==> config.mk <==
export PLATFORM = sky130hd
export DESIGN_NAME = tmw_timer
export DESIGN_NICKNAME = d
export VERILOG_FILES = /design/src/rtl/tmw_pkg.sv /design/src/rtl/tmw_timer.sv
export SDC_FILE = /design/constraint.sdc
export NUM_CORES = 1
export LEC_CHECK = 0
export ABC_AREA = 1
export BUFFER_PORTS_ARGS = -buffer_cell sky130_fd_sc_hd__buf_2
export CORE_MARGIN = 2
export CORE_UTILIZATION = 35
export DETAILED_ROUTE_END_ITERATION = 6
export PLACE_DENSITY = 0.61
export SLEW_MARGIN = 40
export SYNTH_ARGS = -nofsm -noshare
export SYNTH_HDL_FRONTEND = slang
export SYNTH_SLANG_ARGS = --single-unit
export TNS_END_PERCENT = 20
==> constraint.sdc <==
create_clock -name clk_sys -period 1.9 [get_ports clk_sys]
set_input_delay 0.285 -clock clk_sys [delete_from_list [all_inputs] [get_ports clk_sys]]
set_output_delay 0.285 -clock clk_sys [all_outputs]
set_load 0.005 [all_outputs]
==> src/rtl/tmw_pkg.sv <==
// Package for the timer prescaler and waveform block.
// Assumes an APB slave with 32-bit data, one register per aligned word.
package tmw_pkg;
    // Register byte offsets
    localparam logic [7:0] OFS_WAVE_CTRL_A = 8'h00;
    localparam logic [7:0] OFS_WAVE_CTRL_B = 8'h04;
    localparam logic [7:0] OFS_ASYNC_STAT  = 8'h08;
    localparam logic [7:0] OFS_GEN_CTRL    = 8'h0c;
    localparam logic [7:0] OFS_COUNT       = 8'h10;
    localparam logic [7:0] OFS_CMP_A       = 8'h14;
    localparam logic [7:0] OFS_CMP_B       = 8'h18;
    localparam logic [7:0] OFS_FLAGS       = 8'h1c;
    // Field positions
    localparam int COM_A_HI = 7;
    localparam int COM_A_LO = 6;
    localparam int COM_B_HI = 5;
    localparam int COM_B_LO = 4;
    localparam int WGM_HI_BIT = 3;      // In control B
    localparam int ASYNC_BIT = 5;       // In async status
    localparam int PSR_BIT = 1;         // In general control
    localparam int FLAG_OVF = 0;
    localparam int FLAG_CMPA = 1;
    localparam int FLAG_CMPB = 2;
    // Masks of readable bits
    localparam logic [7:0] CTRL_A_MASK = 8'hf3;
    localparam logic [7:0] CTRL_B_MASK = 8'h0f;
    // Counter landmarks
    localparam logic [7:0] CNT_BOTTOM = 8'h00;
    localparam logic [7:0] CNT_MAX    = 8'hff;
    localparam logic [7:0] RST_BYTE   = 8'h00;
    // Prescaler taps
    localparam int PSC_W = 10;
    localparam logic [2:0] CS_STOP = 3'h0;
    localparam logic [2:0] CS_DIV1 = 3'h1;
    localparam logic [2:0] CS_DIV8 = 3'h2;
    localparam logic [2:0] CS_DIV32 = 3'h3;
    localparam logic [2:0] CS_DIV64 = 3'h4;
    localparam logic [2:0] CS_DIV128 = 3'h5;
    localparam logic [2:0] CS_DIV256 = 3'h6;
    localparam logic [2:0] CS_DIV1024 = 3'h7;
    // Waveform modes
    localparam logic [2:0] WM_NORMAL  = 3'h0;
    localparam logic [2:0] WM_PC_FF   = 3'h1;
    localparam logic [2:0] WM_CTC     = 3'h2;
    localparam logic [2:0] WM_FAST_FF = 3'h3;
    localparam logic [2:0] WM_PC_A    = 3'h5;
    localparam logic [2:0] WM_FAST_A  = 3'h7;
    // Compare output modes
    localparam logic [1:0] COM_OFF = 2'h0;
    localparam logic [1:0] COM_TGL = 2'h1;
    localparam logic [1:0] COM_CLR = 2'h2;
    localparam logic [1:0] COM_SET = 2'h3;

    typedef struct packed {
        logic drive;
        logic level;
        logic enable;
    } tmw_pin_s;
endpackage : tmw_pkg

==> src/rtl/tmw_timer.sv <==
// Timer clock source, prescaler, counter and two compare waveform outputs.
// Assumes an APB master on clk_sys; the oscillator pin is a level synchronous to clk_sys.
// Functional notes
// Source clock is system clock, or oscillator pin when async select set.
// Async select detaches both oscillator pins from port function.
// Prescaler offers stop, undivided, and divide by 8..1024.
// Clock select 000 stop, 001 undivided, 010..111 divide 8..1024.
// Writing one to prescaler reset clears the division counter.
// Channel A mode bits 7:6; nonzero overrides port function.
// Compare output drives pin only when direction bit set.
// Non-PWM modes: 00 off, 01 toggle, 10 clear, 11 set on match.
// Fast PWM: 10 clear on match set at bottom, 11 inverse.
// Channel A PWM mode 01 toggles only when waveform high bit set.
// Fast PWM compare equal TOP with upper bit: act at bottom.
// Phase correct: 10 clears up-counting, sets down-counting; 11 reverse.
// Phase correct compare equal TOP with upper bit: act at TOP.
// Channel B mode bits 5:4, same encodings as channel A.
// Software avoids channel B mode 01 in PWM modes.
// Control A bits 3:2 read as zero.
// Bits 1:0 plus waveform high bit form three-bit mode.
// Normal and clear-on-match update compares immediately, overflow at MAX.
// Phase correct modes load compares at TOP, overflow at bottom.
// Fast PWM modes load at bottom; overflow MAX or TOP.
// Software avoids reserved waveform modes 4 and 6.
// Bottom is 0x00, MAX is 0xff.
// Stopped clock: counter frozen, no compare or overflow events.
//
// The APB interface to the registers and the placing of the registers are this design's own decisions.
`timescale 1ns/1ps
module tmw_timer
    import tmw_pkg::*;
(
    input  wire logic        clk_sys,
    input  wire logic        rst,
    input  wire logic        clk_en,
    input  wire logic        psel,
    input  wire logic        penable,
    input  wire logic        pwrite,
    input  wire logic [7:0]  paddr,
    input  wire logic [31:0] pwdata,
    output logic      [31:0] prdata,
    output logic             pready,
    output logic             pslverr,
    input  wire logic        osc_in_pin,
    input  wire logic        dir_a,
    input  wire logic        dir_b,
    output logic             osc_pins_detach,
    output tmw_pin_s         compare_out_a,
    output tmw_pin_s         compare_out_b
);
    // Registers
    logic [7:0]     timer_wave_control_a;
    logic [7:0]     timer_wave_control_b;
    logic           async_clock_select;
    logic [7:0]     count;
    logic [7:0]     compare_value_a;
    logic [7:0]     compare_value_b;
    logic [7:0]     buf_a;
    logic [7:0]     buf_b;
    logic [2:0]     flags;
    logic           count_down;
    logic           out_a;
    logic           out_b;
    logic [PSC_W-1:0] psc;
    logic           osc_prev;
    logic           src_tick;
    logic           tick;
    logic [2:0]     waveform_mode;
    logic [2:0]     clock_select_field;
    logic [1:0]     compare_out_mode_a;
    logic [1:0]     compare_out_mode_b;
    logic [7:0]     top;
    logic           is_fast;
    logic           is_pc;
    logic           wr;
    logic           rd;
    logic           hit_a;
    logic           hit_b;
    logic           at_top;
    logic           at_bottom;
    logic           ovf_ev;
    logic [7:0]     next_count;
    logic           next_down;

    assign compare_out_mode_a = timer_wave_control_a[COM_A_HI:COM_A_LO];
    assign compare_out_mode_b = timer_wave_control_a[COM_B_HI:COM_B_LO];
    assign waveform_mode = {timer_wave_control_b[WGM_HI_BIT], timer_wave_control_a[1:0]};
    assign clock_select_field = timer_wave_control_b[2:0];
    assign is_fast = (waveform_mode == WM_FAST_FF) || (waveform_mode == WM_FAST_A);
    assign is_pc = (waveform_mode == WM_PC_FF) || (waveform_mode == WM_PC_A);
    assign top = (waveform_mode == WM_CTC || waveform_mode == WM_PC_A
                  || waveform_mode == WM_FAST_A) ? compare_value_a : CNT_MAX;
    assign osc_pins_detach = async_clock_select;

    // APB: zero-wait slave, unmapped reads give zero with an error
    assign wr = psel && penable && pwrite && clk_en;
    assign rd = psel && !pwrite;
    assign pready = 1'b1;
    always_comb begin
        prdata  = 32'h0000_0000;
        pslverr = 1'b0;
        unique case (paddr)
            OFS_WAVE_CTRL_A: prdata[7:0] = timer_wave_control_a & CTRL_A_MASK;
            OFS_WAVE_CTRL_B: prdata[7:0] = timer_wave_control_b & CTRL_B_MASK;
            OFS_ASYNC_STAT:  prdata[ASYNC_BIT] = async_clock_select;
            OFS_GEN_CTRL:    prdata = 32'h0000_0000; // Reset bit self-clears
            OFS_COUNT:       prdata[7:0] = count;
            OFS_CMP_A:       prdata[7:0] = compare_value_a;
            OFS_CMP_B:       prdata[7:0] = compare_value_b;
            OFS_FLAGS:       prdata[2:0] = flags;
            default:         pslverr = psel && penable && (rd || pwrite);
        endcase
    end

    // Control registers
    always_ff @(posedge clk_sys) begin
        if (rst) begin
            timer_wave_control_a <= RST_BYTE;
            timer_wave_control_b <= RST_BYTE;
            async_clock_select   <= 1'b0;
        end else if (wr) begin
            if (paddr == OFS_WAVE_CTRL_A) timer_wave_control_a <= pwdata[7:0] & CTRL_A_MASK;
            if (paddr == OFS_WAVE_CTRL_B) timer_wave_control_b <= pwdata[7:0] & CTRL_B_MASK;
            if (paddr == OFS_ASYNC_STAT) async_clock_select <= pwdata[ASYNC_BIT];
        end
    end

    // Source tick: every system cycle, or a rising oscillator edge
    always_ff @(posedge clk_sys) begin
        if (rst) osc_prev <= 1'b0;
        else if (clk_en) osc_prev <= osc_in_pin;
    end
    assign src_tick = async_clock_select ? (osc_in_pin && !osc_prev) : 1'b1;

    // Prescaler; free-running on the source, cleared by software
    always_ff @(posedge clk_sys) begin
        if (rst) psc <= '0;
        else if (clk_en) begin
            if (wr && paddr == OFS_GEN_CTRL && pwdata[PSR_BIT]) psc <= '0;
            else if (src_tick) psc <= psc + 1'b1;
        end
    end

    // Tap decoding: tick when the low bits of the next count wrap
    function automatic logic tap(input logic [PSC_W-1:0] p, input int bits);
        logic [PSC_W-1:0] m;
        m = PSC_W'((1 << bits) - 1);
        return (p & m) == m;
    endfunction : tap

    always_comb begin
        unique case (clock_select_field)
            CS_STOP:    tick = 1'b0;
            CS_DIV1:    tick = src_tick;
            CS_DIV8:    tick = src_tick && tap(psc, 3);
            CS_DIV32:   tick = src_tick && tap(psc, 5);
            CS_DIV64:   tick = src_tick && tap(psc, 6);
            CS_DIV128:  tick = src_tick && tap(psc, 7);
            CS_DIV256:  tick = src_tick && tap(psc, 8);
            CS_DIV1024: tick = src_tick && tap(psc, 10);
        endcase
    end

    // Match and landmark decoding, qualified by the timer tick
    assign hit_a = tick && (count == compare_value_a);
    assign hit_b = tick && (count == compare_value_b);
    assign at_top = tick && (count == top);
    assign at_bottom = tick && (count == CNT_BOTTOM);
    always_comb begin
        unique case (waveform_mode)
            WM_PC_FF, WM_PC_A: ovf_ev = at_bottom && count_down;
            WM_FAST_A:         ovf_ev = at_top;
            default:           ovf_ev = tick && (count == CNT_MAX);
        endcase
    end

    // Counter sequence per mode
    always_comb begin
        next_count = count;
        next_down  = count_down;
        if (is_pc) begin
            if (!count_down) begin
                if (count == top) begin
                    next_down  = 1'b1;
                    next_count = count - 1'b1;
                end else next_count = count + 1'b1;
            end else begin
                if (count == CNT_BOTTOM) begin
                    next_down  = 1'b0;
                    next_count = count + 1'b1;
                end else next_count = count - 1'b1;
            end
        end else begin
            next_down  = 1'b0;
            next_count = (count == top && waveform_mode != WM_NORMAL) ? CNT_BOTTOM
                                                                      : count + 1'b1;
        end
    end

    always_ff @(posedge clk_sys) begin
        if (rst) begin
            count      <= RST_BYTE;
            count_down <= 1'b0;
        end else if (clk_en) begin
            if (wr && paddr == OFS_COUNT) count <= pwdata[7:0];
            else if (tick) begin
                count      <= next_count;
                count_down <= next_down;
            end
        end
    end

    // Compare buffers and their load point
    always_ff @(posedge clk_sys) begin
        if (rst) begin
            buf_a <= RST_BYTE;
            buf_b <= RST_BYTE;
            compare_value_a <= RST_BYTE;
            compare_value_b <= RST_BYTE;
        end else if (clk_en) begin
            if (wr && paddr == OFS_CMP_A) buf_a <= pwdata[7:0];
            if (wr && paddr == OFS_CMP_B) buf_b <= pwdata[7:0];
            if (!is_fast && !is_pc) begin
                // Immediate update avoids a stale buffer in plain modes
                compare_value_a <= (wr && paddr == OFS_CMP_A) ? pwdata[7:0] : buf_a;
                compare_value_b <= (wr && paddr == OFS_CMP_B) ? pwdata[7:0] : buf_b;
            end else if ((is_pc && at_top && !count_down) || (is_fast && at_top)) begin
                compare_value_a <= buf_a;
                compare_value_b <= buf_b;
            end
        end
    end

    // Event flags, write one to clear; a set in the same cycle wins
    always_ff @(posedge clk_sys) begin
        if (rst) flags <= 3'h0;
        else if (clk_en) begin
            flags <= (flags & ~((wr && paddr == OFS_FLAGS) ? pwdata[2:0] : 3'h0))
                     | {hit_b, hit_a, ovf_ev};
        end
    end

    // Next output level for one channel
    function automatic logic wave_next(input logic cur, input logic [1:0] mode,
                                       input logic hit, input logic eq_top,
                                       input logic chan_a);
        logic r;
        r = cur;
        if (is_fast) begin
            if (mode == COM_TGL) begin
                if (chan_a && timer_wave_control_b[WGM_HI_BIT] && hit) r = !cur;
            end else if (mode[1]) begin
                if (hit && !eq_top) r = (mode == COM_SET);
                if (at_top && waveform_mode == WM_FAST_FF && count == CNT_MAX
                    || at_top && waveform_mode == WM_FAST_A)
                    r = (mode == COM_CLR) ? 1'b1 : 1'b0;
                if (hit && eq_top) r = (mode == COM_CLR) ? 1'b1 : 1'b0;
            end
        end else if (is_pc) begin
            if (mode == COM_TGL) begin
                if (chan_a && timer_wave_control_b[WGM_HI_BIT] && hit) r = !cur;
            end else if (mode[1] && hit) begin
                if (eq_top) r = (mode == COM_CLR) ? 1'b0 : 1'b1;
                else r = (mode == COM_CLR) ? count_down : !count_down;
            end
        end else if (hit) begin
            unique case (mode)
                COM_TGL: r = !cur;
                COM_CLR: r = 1'b0;
                COM_SET: r = 1'b1;
                default: r = cur;
            endcase
        end
        return r;
    endfunction : wave_next

    // Waveform registers
    always_ff @(posedge clk_sys) begin
        if (rst) begin
            out_a <= 1'b0;
            out_b <= 1'b0;
        end else if (clk_en) begin
            out_a <= wave_next(out_a, compare_out_mode_a, hit_a, compare_value_a == top, 1'b1);
            out_b <= wave_next(out_b, compare_out_mode_b, hit_b, compare_value_b == top, 1'b0);
        end
    end

    // Pin override; driver enabled only with the direction bit
    assign compare_out_a.level  = out_a;
    assign compare_out_a.drive  = compare_out_mode_a != COM_OFF;
    assign compare_out_a.enable = (compare_out_mode_a != COM_OFF) && dir_a;
    assign compare_out_b.level  = out_b;
    assign compare_out_b.drive  = compare_out_mode_b != COM_OFF;
    assign compare_out_b.enable = (compare_out_mode_b != COM_OFF) && dir_b;
endmodule : tmw_timer

-- Word-level counts from Yosys, hierarchy flattened
Index checks and enable logic that the tools add are counted.
- muxes and demuxes: 60
- bitwise gates (word level): 4
- $add $sub $neg: 3
- reduce and logical (&&, ||, !) cells: 81
- equality and inequality tests: 45
- operators with widths (kind ; number):
    two-way mux 8 bit ; 14
    logical AND 1 bit ; 41
    equality test 8 bit ; 5
    two-way mux 1 bit ; 35
    equality test 8 x 5 -> 1 bit, second input constant ; 4
    equality test 3 bit, second input constant ; 7
    two-way mux 10 bit ; 2
    one-hot mux 3 bit (6 select lines) ; 1
    equality test 8 x 4 -> 1 bit, second input constant ; 2
    equality test 8 bit, second input constant ; 2
    logical NOT 8 bit ; 2
    equality test 3 x 2 -> 1 bit, second input constant ; 4
    AND reduction 2 bit ; 6
    adder 10 x 1 -> 10 bit, second input constant ; 1
    equality test 10 bit, second input constant ; 1
    one-hot mux 2 bit (5 select lines) ; 1
    nonzero test 2 bit ; 5
    nonzero test 5 bit ; 2
    logical NOT 1 bit ; 9
    nonzero test 3 bit ; 3
    adder 8 x 1 -> 8 bit, second input constant ; 1
    equality test 2 bit, second input constant ; 4
    equality test 8 x 3 -> 1 bit, second input constant ; 1
    one-hot mux 1 bit (8 select lines) ; 1
    27 further kinds ; 39
- input bits: 49
- logic and storage cells: 207
- output and inout bits: 41
- register bits after elaboration: 68

-- Depth between registers and ports, before layout
- word-level depth: 14
- mapped depth: 19
- mapped depth without buffers: 18

-- Worst setup path before layout
Ideal clock, no wire load.
- path kind: register to register
- start: register psc[0]
- end: register compare_value_a[0]
- setup slack: -0.135 ns
- arrival: 1.922 ns
- stages on the path, launching flop included: 15
- cell sequence: dfxtp_1 -> ha_1 -> nand3_1 -> inv_1 -> ha_1 -> o21ai_0 -> nand3_1 -> nand2_1 -> nor2_2 -> inv_1 -> a211oi_4 -> o21ai_2 -> buf_2 -> nor2_1 -> nor2_1
- word-level cells in the longest chain between the ends: 9
- elaborated cells on any way between the ends: 20
- those cells by class: eq/ne (6); mux (1); reduce/logical (13)
- RTL lines (element ; line ; text):
    from (decl) ; tmw_timer.sv:64 ; logic [PSC_W-1:0] psc;
    from (signal assigned) ; tmw_timer.sv:140 ; else if (src_tick) psc <= psc + 1'b1;
    equality test 10 bit (tied with other cells) ; tmw_timer.sv:148 ; return (p & m) == m;
    logical AND 1 bit (tied with other cells) ; tmw_timer.sv:160 ; CS_DIV1024: tick = src_tick && tap(psc, 10);
    one-hot mux 1 bit (8 select lines) (*) ; tmw_timer.sv:152 ; unique case (clock_select_field)
    logical AND 1 bit (*) ; tmw_timer.sv:167 ; assign at_top = tick && (count == top);
    logical AND 1 bit (2 in a row) ; tmw_timer.sv:227 ; end else if ((is_pc && at_top && !count_down) || (is_fast && at_top)) begin
    logical OR 1 bit (*) ; tmw_timer.sv:227 ;
    nonzero test 2 bit (no source line) (*) ; - ;
    AND reduction 2 bit (no source line) (*) ; - ;
    to (signal assigned) ; tmw_timer.sv:225 ; compare_value_a <= (wr && paddr == OFS_CMP_A) ? pwdata[7:0] : buf_a;
    to (signal assigned) ; tmw_timer.sv:228 ; compare_value_a <= buf_a;
    to (decl) ; tmw_timer.sv:56 ; logic [7:0] compare_value_a;
Mark *: on every way between the ends. The rest lies on a longest branch, timed or not.
A chain may end at the register's enable or synchronous reset.

-- Worst setup path after layout
- start: register timer_wave_control_a[0]
- end: register compare_value_b[2]
- word-level cells in the longest chain between the ends: 11
- elaborated cells on any way between the ends: 22
- those cells by class: eq/ne (6); mux (2); reduce/logical (14)
- RTL lines (element ; line ; text):
    from (decl) ; tmw_timer.sv:52 ; logic [7:0] timer_wave_control_a;
    from (signal assigned) ; tmw_timer.sv:122 ; if (paddr == OFS_WAVE_CTRL_A) timer_wave_control_a <= pwdata[7:0] & CTRL_A_MASK;
    equality test 3 x 2 -> 1 bit / equality test 3 bit (equally long branches) ; tmw_timer.sv:91, tmw_timer.sv:90 ;
    logical OR 1 bit ; tmw_timer.sv:91 ; assign top = (waveform_mode == WM_CTC || waveform_mode == WM_PC_A
    logical OR 1 bit ; tmw_timer.sv:92 ; || waveform_mode == WM_FAST_A) ? compare_value_a : CNT_MAX;
    two-way mux 8 bit ; tmw_timer.sv:92 ;
    equality test 8 bit ; tmw_timer.sv:167 ;
    logical AND 1 bit ; tmw_timer.sv:167 ;
    logical AND 1 bit (2 in a row) ; tmw_timer.sv:227 ;
    logical OR 1 bit ; tmw_timer.sv:227 ;
    nonzero test 2 bit (no source line) ; - ;
    AND reduction 2 bit (no source line) ; - ;
    to (signal assigned) ; tmw_timer.sv:226 ; compare_value_b <= (wr && paddr == OFS_CMP_B) ? pwdata[7:0] : buf_b;
    to (signal assigned) ; tmw_timer.sv:229 ; compare_value_b <= buf_b;
    to (decl) ; tmw_timer.sv:57 ; logic [7:0] compare_value_b;
Several ways; a longest one is shown, not always the timed one.

==> out/metrics.yaml <==
ys_ff_latch: 68
seqCellArea_mm2: 0.00138
ys.warnings.count: 0
grt_usage: 0.221
ys_types: 41
cts_sinks: 68
synth_top_cell_by_area: "dfxtp_1"
synth_seq_area_share: 0.285
wire_per_inst_um: 14.6
powerDensity_mw_per_mm2: 572
final_common_cell: "nand2_1"
hp-class: "in -> reg"
worst_slew_pin_slew_ns: 0.602
rrSetupSlack_ns: -0.14
rows: 42
clk_latency_ns: 0.35
final.min_clock_period_ns: 2.04
tritoncts: "built"
vias_per_cell: 4.89
slew_violations: 0
finalWirelength_mm: 15.6
grt_pass1_vias: 4789
critPathArrivalTime_ns: 2.33
stdcell_count: 1068
hpwlAfterDp_mm: 11.7
required_ns: 2.18
rr_worst_depth: 14
hold_viol: 0
grt_max_degree: 37
startpoint: "timer_wave_control_a[0]$_SDFFE_PP0P_"
r2r_start: "timer_wave_control_a[0]$_SDFFE_PP0P_"
outcome: "complete, but fails checks"
end_kind: "flop"
grt_overflow: 0
antenna_found_initial: 0
fin_crit_sh: 1.07
ys.flop_type: "dfxtp_1"
io_pins: 90
crit_end: "compare_value_b[2]$_SDFFE_PP0P_"
p_leak_uw: 0.00308
grt_pass1_wl_mm: 24.9
die_h_um: 121
cts.htree.levels: 3
peakVddDrop_v: 0.000701
io_buffers: 40
failed_checks: "negative setup slack"
cts_hold_buf: 0
multi_input_area_mm2: 0.00309
setup-violations-final: 23
pre_cts_slack_ns: -0.232
final_cell_mix: "nand2_1, buf_4, nor2_1, inv_1, dfxtp_1"
drt_iter0_drc: 350
rr_endpoint: "compare_value_b[2]$_SDFFE_PP0P_"
fill_cells: 1362
drc: 0
synth-edff-count: 0
dp_cells: 1046
drive_gt1_frac: 0.298
startpoint_type: "flop"
rsz0062_at_grt: "true"
path_class: "reg -> reg"
drtPass1Iterations: 4
clock_skew_ns: 0.00452
vias: 5227
place.gp.congestion: 0.980
maxSlewHeadroom: 0.594
antenna_cells: 0
layout_setup_ws_ns: -0.142
clockBufferDepth: 2
max_cap_violations: 0
fin_tns_setup_ns: -2.26
synth_top_area_frac: 0.285
die_w_um: 121
postRouteAntennaNets: 0
synthArstFlopShare: 0
die-area_mm2: 0.0146
synth_cells: 744
cts-root-buf: "clkbuf_16"
fmax_mhz: 490
area_delta_synth_final_pct: 37.0
synthTopCellsByArea: "dfxtp_1, nand2_1, nor2_1"
core_mm2: 0.0133
initial_core_util: 0.359
avgSynthCellArea_um2: 6.41
numCtsBuffers: 9
fin_nets: 942
clkSlewWorstSetupHoldPaths_ns: 0.06
syn_area_mm2: 0.00477
crit_fanout: 15
timing repair:
action | 4_1_cts | 5_1_grt
resized for setup | 36 | 53
setup endpoints to repair | 35 | 35
cloned | 2 | 0
buffers inserted | 3 | 1
pin swaps | 9 | 16
worst max-delay path, cell delays in order (launching register included):
cell and delay [ns]:
dfxtp_2 0.34, inv_6 0.08, nand2_4 0.06, nand2_8 0.12
nand3_2 0.08, nand2_1 0.08, nand2_2 0.08, nor2_4 0.15
nand3_4 0.12, a211oi_4 0.33, o21ai_4 0.15, clkbuf_16 0.20
nand2_1 0.06, nand2_1 0.04, nor2_1 0.08
area by class of cell:
cell class,instances,area share
Tap cell,176,0.0337
Clock inverter,7,0.0176
Multi-Input combinational cell,563,0.473
Timing Repair Buffer,159,0.180
Sequential cell,68,0.211
Inverter,86,0.0505
Clock buffer,9,0.0344
synthesized netlist by cell type (all sizes together) (2+ instances only):
cell type	instances
xnor2	3
nor3	7
xor2	21
buf	43
clkbuf	7
nand4	11
ha	6
nand2	180
nor2	112
inv	86
o22ai	9
o211ai	11
dfxtp	68
mux2i	10
nand3	37
o31ai	2
a221oi	2
conb	2
a21oi	59
o21ai	55
a31oi	2
o221ai	5
metal layers:
layer	wire (µm)	global-route usage
met1	7280	0.304
met2	6860	0.336
met3	1050	0.0500
met4	463	0.0872
met5	0	0
flip-flops by register name (all words and copies together) (netlist names):
signal                cells
buf_a                     8
flags                     3
osc_pins_detach           1
osc_prev                  1
buf_b                     8
out_a                     1
compare_value_b           8
compare_value_a           8
timer_wave_control_a      6
psc                      10
timer_wave_control_b      4
out_b                     1
count_down                1
count                     8
where the power goes:
part	switching (µW)	internal, µW
registers	19.5	1450
clock network	677	1280
logic	200	121
kinds of logic (layout without fill, tap and decap cells):
| kind of cell | count (synthesis) | count (layout) | share of synthesized area |
|---|---|---|---|
| fa+ha+maj | 6 | 6 | 0.0157 |
| simple gates | 349 | 349 | 0.316 |
| flops | 68 | 68 | 0.285 |
| xor+xnor | 24 | 24 | 0.0441 |
| compound gates | 149 | 149 | 0.177 |
| buf+inv | 136 | 261 | 0.139 |
| other cells | 2 | 25 | 0.00157 |
| mux | 10 | 10 | 0.0210 |
stage by stage:
step / utilization / cell area, µm² / total power [µW] / hold WS [ns]
6_report: 0.492 / 6540 / 3740 / 0.197
5_1_grt: 0.492 / 6540 / 3870 / 0.197
4_1_cts: 0.479 / 6370 / 3770 / 0.189
3_5_place_dp: 0.439 / 5840 / 1780 / 0.448
3_3_place_gp: 0.439 / 5840 / 1780 / 0.445
2_1_floorplan: - / 4870 / 1690 / 0.413
worst min path at each step:
stage,slack [ns],end,start,cells after the start
5_1_grt,0.20,osc_prev$_SDFFE_PP0P_,osc_in_pin,3
6_report,0.20,osc_prev$_SDFFE_PP0P_,osc_in_pin,3
3_5_place_dp,0.45,psc[9]$_SDFFE_PP0P_,psc[9]$_SDFFE_PP0P_,1
3_3_place_gp,0.45,psc[9]$_SDFFE_PP0P_,psc[9]$_SDFFE_PP0P_,1
2_1_floorplan,0.41,timer_wave_control_b[3]$_SDFFE_PP0P_,pwdata[3],2
4_1_cts,0.19,osc_prev$_SDFFE_PP0P_,osc_in_pin,3
Power figures use the tool's default switching activity.
